$ cat src/core/dbg_trace_pkg.sv
// Constants, types and register map for the trace readout block.
// Assumes a 32-bit AXI4-Lite register bus with 8-bit byte addresses.
package dbg_trace_pkg;

   // ==========================================================
   // Bus
   localparam int          ADDR_W      = 8;
   localparam int          DATA_W      = 32;
   localparam int          STRB_W      = DATA_W / 8;
   localparam logic [1:0]  RESP_OKAY   = 2'h0;
   localparam logic [1:0]  RESP_SLVERR = 2'h2;

   // ==========================================================
   // Register indices; byte address is four times the index
   localparam logic [5:0]  IDX_CONTROL_ONE = 6'h20;
   localparam logic [5:0]  IDX_STATUS      = 6'h21;
   localparam logic [5:0]  IDX_TRACE_CTRL  = 6'h22;
   localparam logic [5:0]  IDX_WINDOW_HIGH = 6'h24;
   localparam logic [5:0]  IDX_WINDOW_LOW  = 6'h25;
   localparam logic [5:0]  IDX_LINE_COUNT  = 6'h26;
   localparam logic [5:0]  IDX_STATE_VIEW  = 6'h27;

   // ==========================================================
   // Field layout
   localparam int          REG_W        = 8;
   localparam int          ARM_BIT      = 7;
   localparam int          VIEW_LSB     = 0;
   localparam int          TSRC_BIT     = 6;
   localparam int          ALIGN_BIT    = 0;
   localparam int          FULL_BIT     = 7;
   localparam int          SSF_W        = 3;
   localparam int          SC_W         = 4;
   localparam int          COUNT_W      = 6;
   localparam int          LINE_W       = 20;
   localparam int          WINDOW_W     = 16;
   localparam int          LINES        = 64;
   localparam logic [1:0]  STRB_HALF    = 2'h3;

   // ==========================================================
   // Reset values
   localparam logic [SC_W-1:0]    SC_RST    = 4'h0;
   localparam logic [COUNT_W-1:0] COUNT_RST = 6'h00;

   // View select encoding at the shared address
   typedef enum logic [1:0] {
      VIEW_STATE1 = 2'h0,
      VIEW_STATE2 = 2'h1,
      VIEW_STATE3 = 2'h2,
      VIEW_MATCH  = 2'h3
   } view_t;

   // Trigger alignment
   typedef enum logic {
      ALIGN_END   = 1'b0,
      ALIGN_BEGIN = 1'b1
   } align_t;

   // One captured line from the trace source
   typedef struct packed {
      logic              valid;
      logic [LINE_W-1:0] line;
   } capture_t;

   // Next-state controls handed to the sequencer
   typedef struct packed {
      logic [SC_W-1:0] state3;
      logic [SC_W-1:0] state2;
      logic [SC_W-1:0] state1;
   } seq_ctrl_t;

endpackage

$ cat src/core/debug_trace_readout.sv
// Trace buffer readout, valid-line count and shared state-control view.
// Assumes an AXI4-Lite master on aclk, capture and sequencer logic on
// aclk, and a secure level arriving from another domain.
`timescale 1ns/1ns

module debug_trace_readout
   import dbg_trace_pkg::*;
#(
   parameter int LINE_BITS  = LINE_W,
   parameter int COUNT_BITS = COUNT_W
) (
   // Clock, resets, enable
   input  wire logic                       aclk,
   input  wire logic                       aresetn,
   input  wire logic                       power_on_resetn,
   input  wire logic                       clk_en,
   // AXI4-Lite write address
   input  wire logic                       awvalid,
   output logic                            awready,
   input  wire logic [dbg_trace_pkg::ADDR_W-1:0] awaddr,
   input  wire logic [2:0]                 awprot,
   // AXI4-Lite write data
   input  wire logic                       wvalid,
   output logic                            wready,
   input  wire logic [dbg_trace_pkg::DATA_W-1:0] wdata,
   input  wire logic [dbg_trace_pkg::STRB_W-1:0] wstrb,
   // AXI4-Lite write response
   output logic                            bvalid,
   input  wire logic                       bready,
   output logic [1:0]                      bresp,
   // AXI4-Lite read address
   input  wire logic                       arvalid,
   output logic                            arready,
   input  wire logic [dbg_trace_pkg::ADDR_W-1:0] araddr,
   input  wire logic [2:0]                 arprot,
   // AXI4-Lite read data
   output logic                            rvalid,
   input  wire logic                       rready,
   output logic [dbg_trace_pkg::DATA_W-1:0] rdata,
   output logic [1:0]                      rresp,
   // Trace source and sequencer side
   input  wire dbg_trace_pkg::capture_t    capture,
   input  wire logic [dbg_trace_pkg::SSF_W-1:0] sequencer_state,
   input  wire logic [dbg_trace_pkg::REG_W-1:0] match_flags,
   input  wire logic                       secure_pin,
   // Control handed out
   output logic                            armed,
   output logic                            trace_source_enable,
   output dbg_trace_pkg::align_t           trigger_alignment,
   output dbg_trace_pkg::seq_ctrl_t        seq_ctrl
);

   // ==========================================================
   // Helpers
   function automatic logic [5:0] reg_index(input logic [ADDR_W-1:0] a);
      reg_index = a[7:2];
   endfunction

   function automatic logic is_aligned(input logic [ADDR_W-1:0] a);
      is_aligned = (a[1:0] == 2'h0);
   endfunction

   function automatic logic is_mapped(input logic [5:0] idx);
      is_mapped = (idx == IDX_CONTROL_ONE) || (idx == IDX_STATUS) ||
                  (idx == IDX_TRACE_CTRL)  || (idx == IDX_WINDOW_HIGH) ||
                  (idx == IDX_WINDOW_LOW)  || (idx == IDX_LINE_COUNT) ||
                  (idx == IDX_STATE_VIEW);
   endfunction

   // ==========================================================
   // Declarations
   localparam logic [COUNT_BITS-1:0] COUNT_MAX = '1;

   logic                     rst;
   logic                     sec_meta;
   logic                     secured;
   logic                     aw_held;
   logic                     w_held;
   logic [ADDR_W-1:0]        aw_addr;
   logic [DATA_W-1:0]        w_data;
   logic [STRB_W-1:0]        w_strb;
   logic                     aw_fire;
   logic                     w_fire;
   logic                     ar_fire;
   logic                     do_write;
   logic                     next_aw_held;
   logic                     next_w_held;
   logic                     next_bvalid;
   logic [5:0]               wr_idx;
   logic                     wr_low;
   logic                     wr_half;
   logic [5:0]               rd_idx;
   view_t                    view;
   logic                     unlocked;
   logic [COUNT_BITS:0]      read_ptr;
   logic [COUNT_BITS-1:0]    count;
   logic                     full;
   logic [LINE_BITS-1:0]     mem [2**COUNT_BITS];
   logic                     capture_en;
   logic                     wrap;
   logic                     arm_set;
   logic                     arm_clr;
   logic                     window_ok;
   logic [LINE_BITS-1:0]     ptr_line;
   logic [WINDOW_W-1:0]      window_word;
   logic [REG_W-1:0]         view_word;
   logic [DATA_W-1:0]        next_rdata;

   assign rst = !aresetn || !power_on_resetn;

   // ==========================================================
   // Secure level synchroniser
   always_ff @(posedge aclk) begin
      if (rst) begin
         sec_meta <= 1'b1;
         secured  <= 1'b1;
      end else if (clk_en) begin
         sec_meta <= secure_pin;
         secured  <= sec_meta;
      end
   end

   // ==========================================================
   // Write channels: address and data in either order
   assign aw_fire  = awvalid && awready;
   assign w_fire   = wvalid && wready;
   assign do_write = aw_held && w_held && !bvalid;

   always_comb begin
      next_aw_held = (aw_held || aw_fire) && !do_write;
      next_w_held  = (w_held || w_fire) && !do_write;
      next_bvalid  = do_write || (bvalid && !bready);
   end

   always_ff @(posedge aclk) begin
      if (rst) begin
         aw_held <= 1'b0;
         w_held  <= 1'b0;
         awready <= 1'b0;
         wready  <= 1'b0;
         bvalid  <= 1'b0;
         bresp   <= RESP_OKAY;
         aw_addr <= '0;
         w_data  <= '0;
         w_strb  <= '0;
      end else if (clk_en) begin
         aw_held <= next_aw_held;
         w_held  <= next_w_held;
         awready <= !next_aw_held && !next_bvalid;
         wready  <= !next_w_held && !next_bvalid;
         bvalid  <= next_bvalid;
         if (aw_fire) begin
            aw_addr <= awaddr;
         end
         if (w_fire) begin
            w_data <= wdata;
            w_strb <= wstrb;
         end
         if (do_write) begin
            bresp <= is_mapped(wr_idx) ? RESP_OKAY : RESP_SLVERR;
         end
      end
   end

   assign wr_idx  = reg_index(aw_addr);
   assign wr_low  = do_write && is_aligned(aw_addr) && w_strb[0];
   assign wr_half = do_write && is_aligned(aw_addr) &&
                    (w_strb[1:0] == STRB_HALF);

   // ==========================================================
   // Arm bit and view select
   assign arm_set = wr_low && (wr_idx == IDX_CONTROL_ONE) &&
                    w_data[ARM_BIT];
   assign arm_clr = wr_low && (wr_idx == IDX_CONTROL_ONE) &&
                    !w_data[ARM_BIT];

   always_ff @(posedge aclk) begin
      if (rst) begin
         armed <= 1'b0;
      end else if (clk_en) begin
         if (arm_set) begin
            armed <= 1'b1;
         end else if (arm_clr) begin
            armed <= 1'b0;
         end else if (wrap && trigger_alignment == ALIGN_BEGIN) begin
            armed <= 1'b0;
         end
      end
   end

   always_ff @(posedge aclk) begin
      if (rst) begin
         view <= VIEW_STATE1;
      end else if (clk_en && wr_low && wr_idx == IDX_CONTROL_ONE) begin
         view <= view_t'(w_data[VIEW_LSB +: 2]);
      end
   end

   // ==========================================================
   // Trace control: source enable and alignment
   always_ff @(posedge aclk) begin
      if (rst) begin
         trace_source_enable <= 1'b0;
         trigger_alignment   <= ALIGN_END;
      end else if (clk_en) begin
         if (secured) begin
            // Secured parts never trace
            trace_source_enable <= 1'b0;
         end else if (wr_low && wr_idx == IDX_TRACE_CTRL && !armed) begin
            trace_source_enable <= w_data[TSRC_BIT];
         end
         if (wr_low && wr_idx == IDX_TRACE_CTRL && !armed) begin
            trigger_alignment <= align_t'(w_data[ALIGN_BIT]);
         end
      end
   end

   // ==========================================================
   // State control registers behind the shared address
   always_ff @(posedge aclk) begin
      if (rst) begin
         seq_ctrl <= '{SC_RST, SC_RST, SC_RST};
      end else if (clk_en && wr_low && wr_idx == IDX_STATE_VIEW &&
                   !armed) begin
         case (view)
            VIEW_STATE1: seq_ctrl.state1 <= w_data[SC_W-1:0];
            VIEW_STATE2: seq_ctrl.state2 <= w_data[SC_W-1:0];
            VIEW_STATE3: seq_ctrl.state3 <= w_data[SC_W-1:0];
            default: ;
         endcase
      end
   end

   // ==========================================================
   // Capture, count and full flag
   assign capture_en = capture.valid && armed && trace_source_enable;
   assign wrap       = capture_en && (count == COUNT_MAX);

   // Only power-on reset clears these; they report lines kept across
   // an ordinary system reset. A write that sets the arm bit also clears them.
   always_ff @(posedge aclk) begin
      if (!power_on_resetn) begin
         count <= COUNT_RST;
         full  <= 1'b0;
      end else if (clk_en) begin
         if (arm_set) begin
            count <= COUNT_RST;
         end else if (capture_en) begin
            count <= count + 1'b1;
         end
         // Wrap wins over a clear in the same cycle
         full <= wrap || (full && !arm_set);
      end
   end

   // No reset: contents survive every reset
   always_ff @(posedge aclk) begin
      if (clk_en && capture_en) begin
         mem[count] <= capture.line;
      end
   end

   // ==========================================================
   // Lock and read pointer
   assign rd_idx    = reg_index(araddr);
   assign window_ok = unlocked && !secured && !armed &&
                      trace_source_enable;
   assign ar_fire   = arvalid && arready;

   always_ff @(posedge aclk) begin
      if (rst) begin
         unlocked <= 1'b0;
         read_ptr <= '0;
      end else if (clk_en) begin
         if (arm_set) begin
            unlocked <= 1'b0;
         end else if (wr_half && wr_idx == IDX_WINDOW_HIGH && !armed) begin
            unlocked <= 1'b1;
            // Oldest line is the next write slot once wrapped
            read_ptr <= {full ? count : COUNT_RST, 1'b0};
         end else if (ar_fire && rd_idx == IDX_WINDOW_HIGH &&
                      is_aligned(araddr) && window_ok) begin
            read_ptr <= read_ptr + 1'b1;
         end
      end
   end

   // ==========================================================
   // Read data
   assign ptr_line = mem[read_ptr[COUNT_BITS:1]];

   always_comb begin
      // High portion first, then the low sixteen bits
      if (read_ptr[0]) begin
         window_word = ptr_line[WINDOW_W-1:0];
      end else begin
         window_word = WINDOW_W'(ptr_line[LINE_BITS-1:WINDOW_W]);
      end
      case (view)
         VIEW_STATE1: view_word = REG_W'(seq_ctrl.state1);
         VIEW_STATE2: view_word = REG_W'(seq_ctrl.state2);
         VIEW_STATE3: view_word = REG_W'(seq_ctrl.state3);
         VIEW_MATCH:  view_word = match_flags;
         default:     view_word = '0;
      endcase
      next_rdata = '0;
      if (is_aligned(araddr)) begin
         case (rd_idx)
            IDX_CONTROL_ONE: begin
               next_rdata[ARM_BIT]       = armed;
               next_rdata[VIEW_LSB +: 2] = view;
            end
            IDX_STATUS: begin
               next_rdata[FULL_BIT]  = full;
               next_rdata[SSF_W-1:0] = sequencer_state;
            end
            IDX_TRACE_CTRL: begin
               next_rdata[TSRC_BIT]  = trace_source_enable;
               next_rdata[ALIGN_BIT] = trigger_alignment;
            end
            IDX_WINDOW_HIGH: begin
               if (window_ok) begin
                  next_rdata[WINDOW_W-1:0] = window_word;
               end
            end
            IDX_LINE_COUNT: begin
               next_rdata[FULL_BIT]     = full;
               next_rdata[COUNT_W-1:0]  = count;
            end
            IDX_STATE_VIEW: next_rdata[REG_W-1:0] = view_word;
            default: next_rdata = '0;
         endcase
      end
   end

   always_ff @(posedge aclk) begin
      if (rst) begin
         arready <= 1'b0;
         rvalid  <= 1'b0;
         rdata   <= '0;
         rresp   <= RESP_OKAY;
      end else if (clk_en) begin
         if (ar_fire) begin
            arready <= 1'b0;
            rvalid  <= 1'b1;
            rdata   <= next_rdata;
            rresp   <= is_mapped(rd_idx) ? RESP_OKAY : RESP_SLVERR;
         end else if (rvalid && rready) begin
            rvalid  <= 1'b0;
            arready <= 1'b1;
         end else if (!rvalid) begin
            arready <= 1'b1;
         end
      end
   end

endmodule

$ cat config.mk
export PLATFORM = sky130hd
export DESIGN_NAME = debug_trace_readout
export DESIGN_NICKNAME = d
export VERILOG_FILES = /design/src/core/dbg_trace_pkg.sv /design/src/core/debug_trace_readout.sv
export SDC_FILE = /design/constraint.sdc
export NUM_CORES = 1
export LEC_CHECK = 0
export BUFFER_PORTS_ARGS = -buffer_cell sky130_fd_sc_hd__buf_4
export CAP_MARGIN = 20
export CORE_UTILIZATION = 38
export CTS_CLUSTER_DIAMETER = 150
export DETAILED_ROUTE_END_ITERATION = 8
export PLACE_DENSITY = 0.5
export SYNTH_ARGS = -nofsm -noshare
export SYNTH_HDL_FRONTEND = slang
export SYNTH_SLANG_ARGS = --single-unit
$ cat constraint.sdc
create_clock -name aclk -period 3.4 [get_ports aclk]
set_clock_uncertainty 0.2 [all_clocks]
set_input_delay 0.68 -clock aclk [delete_from_list [all_inputs] [get_ports aclk]]
set_output_delay 0.68 -clock aclk [all_outputs]
set_load 0.05 [all_outputs]
==> out/results.tsv <==
stage	metric	value	unit
detailed_routing	remaining_drc_errors	0	
cts	cts_tree	built	
pwr	power_switching_share	0.2016	
synth	yosysUniqueCellTypes	75	
synth	syn-instance-count	2502	
setup_path	crit_type	reg2reg	
floorplan	initial_core_util	0.3840	
synth	synth-edff-count	1280	
finish	final_cell_mix	edfxtp_1 (1280), mux4_2 (370), buf_4 (211)	
cts	numCtsBuffers	145	
sta	fin_crit	3.266	ns
pwr	combPwrFrac	0.013	
synth	yosys.area.top_type	edfxtp_1	
sta	maxSlewHeadroom	0.3710	
floorplan	core_area	0.1378	sq mm
finish	antenna_cells	0	
sta	setup_ws	0.1340	ns
synth	synth.yosys.warnings	0	
cts	cts_sinks	1361	
synth	async_reset_ff_frac	0	
synth	yosys-top-cells-area	edfxtp_1 (73%), mux4_2 (16%), dfxtp_1 (3.1%), mux2i_1 (1.1%), nor2_1 (0.88%)	
global_routing	antenna_found_initial	5	
pwr	pwr-share-clk	0.448	
finish	design_area	0.06241	sq mm
cts	root_buffer	clkbuf_16	
hold_path	holdCritPathClass	in2reg	
floorplan	die_area	0.1408	sq mm
sta	setup_violations	0	
synth	synth_seq_area_share	0.7568	
sta	finalHoldViolCount	0	
sta	fin_crit_sh	0.9606	
synth	synth-seq-cells	1361	
pwr	ir_worst_vdd	488.5	uV
detailed_routing	drt_iter0_drc	2698	
pwr	power.density	544.8	mW/mm^2
synth	synthFlopType	edfxtp_1	
sta	finalSetupTns	0	ns
synth	syn_area	0.05293	sq mm
setup_path	crit_path_end_kind	flip-flop	
sta	rsz0062_at_grt	false	
finish	final_common_cell	edfxtp_1	
setup_path	worst_setup_path_start_kind	flip-flop	
floorplan	io_pins	156	
setup_path	cp.arrival	3.70	ns
detailed_routing	wire_per_inst	29.76	microns
floorplan	row_count	136	
sta	tightest_slew	0.9317	ns
placed_design	gp_congestion	0.8629	
run	cap_viol_max_count	0	
placed_design	placed_cell_area	0.05761	sq mm
detailed_routing	vias	26400	
placed_design	hpwlAfterDp	85290	microns
floorplan	die_h	375.2	microns
global_routing	grt_max_degree	65	
sta	clock.fmax	306.2	MHz
floorplan	dieWidth	375.2	microns
detailed_routing	routed_wl	141100	microns
global_routing	grt_usage	0.2031	
synth	synth_top_area_share	0.7262	
setup_path	critPathMaxFanout	32	
pwr	intPower	27.14	mW
global_routing	grt_pass1_vias	27080	
synth	avgSynthCellArea	21.16	sq um
global_routing	grt_overflow_total	0	
detailed_routing	first_pass_iters	6	
pwr	power.total	34.00	mW
cts	clock_latency	0.78	ns
finish	fin_nets	2929	
setup_path	required	3.84	ns
pwr	seqPwrFrac	0.539	
placed_design	post-place-ws	0.05358	ns
detailed_routing	vias_per_cell	5.568	
global_routing	grt_pass1_wl	201200	microns
pwr	p_leak	19.23	nW
pwr	switchingPower	6.855	mW
detailed_routing	ant_nets	0	
cts	htreeDepth	4	
finish	syn2layout_area_growth	17.91	%
outcome	status	completed	
sta	slew_violations	0	
finish	drive_gt1_frac	0.3244	
cts	cts.clk_slew.worst_paths	0.06	ns
placed_design	io_buffer_count	103	
cts	ctsLongestPathBuffers	3	
metal layers:
metal  vias to the layer above  global-route usage  wire [microns]
met2                       836              0.3272           68010
met5                         -                   0               0
met4                         0             0.05090            2730
met1                     14310              0.2875           62570
met3                       155             0.03449            7794
li1                      11100                   -               -
flip-flops by register name (all words and copies together) (netlist names), 2 cells and up, named ones only:
name,flops
rdata,16
read_ptr,7
aw_addr,8
w_strb,2
count,6
w_data,6
view,2
mem,1280
seq_ctrl,12
synth_stat cells (8+ instances only):
library cell / count
edfxtp_1: 1280
mux4_2: 370
nor2_1: 124
nand2_1: 101
dfxtp_1: 81
a21oi_1: 62
mux2i_1: 60
buf_4: 44
buf_2: 37
clkbuf_1: 37
o21ai_0: 31
nand3_1: 28
a22oi_1: 20
nor2b_1: 16
nor3_1: 15
buf_1: 14
buf_6: 14
a31oi_1: 11
inv_1: 9
a211oi_1: 8
and2_1: 8
nand4_1: 8
logic make-up after synthesis:
group / share of synthesized area
AOI/OAI and AO/OA: 0.02288
xor gates and xnor gates: 0.0008273
adders and majority gates: 0.0004727
buffers and inverters: 0.01844
DFF: 0.7568
muxes: 0.1701
other: 0.00007085
and+or+nand+nor: 0.03047
timing repair:
item / 4_1_cts / 5_1_grt
buffers inserted: 0 / 0
resized for setup: 0 / 1
hold buffers: 23 / 0
hold endpoints to repair: 27 / 0
endpoints found under the setup margin: 0 / 1
critical path, stage by stage (launching register included):
cell and delay (ns):
dfxtp_4 0.77, mux4_2 0.41, mux2_2 0.32, o311ai_0 0.78, a31oi_1 0.19, a31oi_1 0.35, a22oi_1 0.11
through the flow:
step,utilization,instances,hold slack [ns]
after global placement,0.4180,4451,0.2466
final,0.4528,4741,0.05236
after detailed placement,0.4180,4451,0.2553
after global routing,0.4528,4741,0.04709
after CTS,0.4528,4741,0.0005443
after floorplan,-,2519,0.2315
path summary, 6_finish.rpt:
check	to	startpoint	depth (start not counted)	slack, ns
setup reg to reg	rdata[2]	flip-flop	6	0.13
hold / removal	bvalid	bready	4	0.05
hold reg to reg	aw_addr[7]	aw_addr[7]	2	0.26
setup / recovery	rdata[2]	flip-flop	6	0.13
power groups by stage:
stage	combinational (mW)	clock, mW	sequential, mW
after detailed placement	0.435	0	18.7
after floorplan	0.101	0	18.7
after global routing	0.486	16.2	18.3
after CTS	0.457	15.6	18.3
after global placement	0.407	0	18.7
final	0.451	15.2	18.3
cell type report:
cell class              instances  area (sq um)
fillers                     11530         75420
flip-flops and latches       1361         40070
multi-input cells             997         12130
clock buffers                 181          3849
repair buffers                311          3356
well taps                    1794          2245
clock inverters                86         714.4
inverters                      11         42.54
No activity file was read; power rests on OpenSTA's default activity.
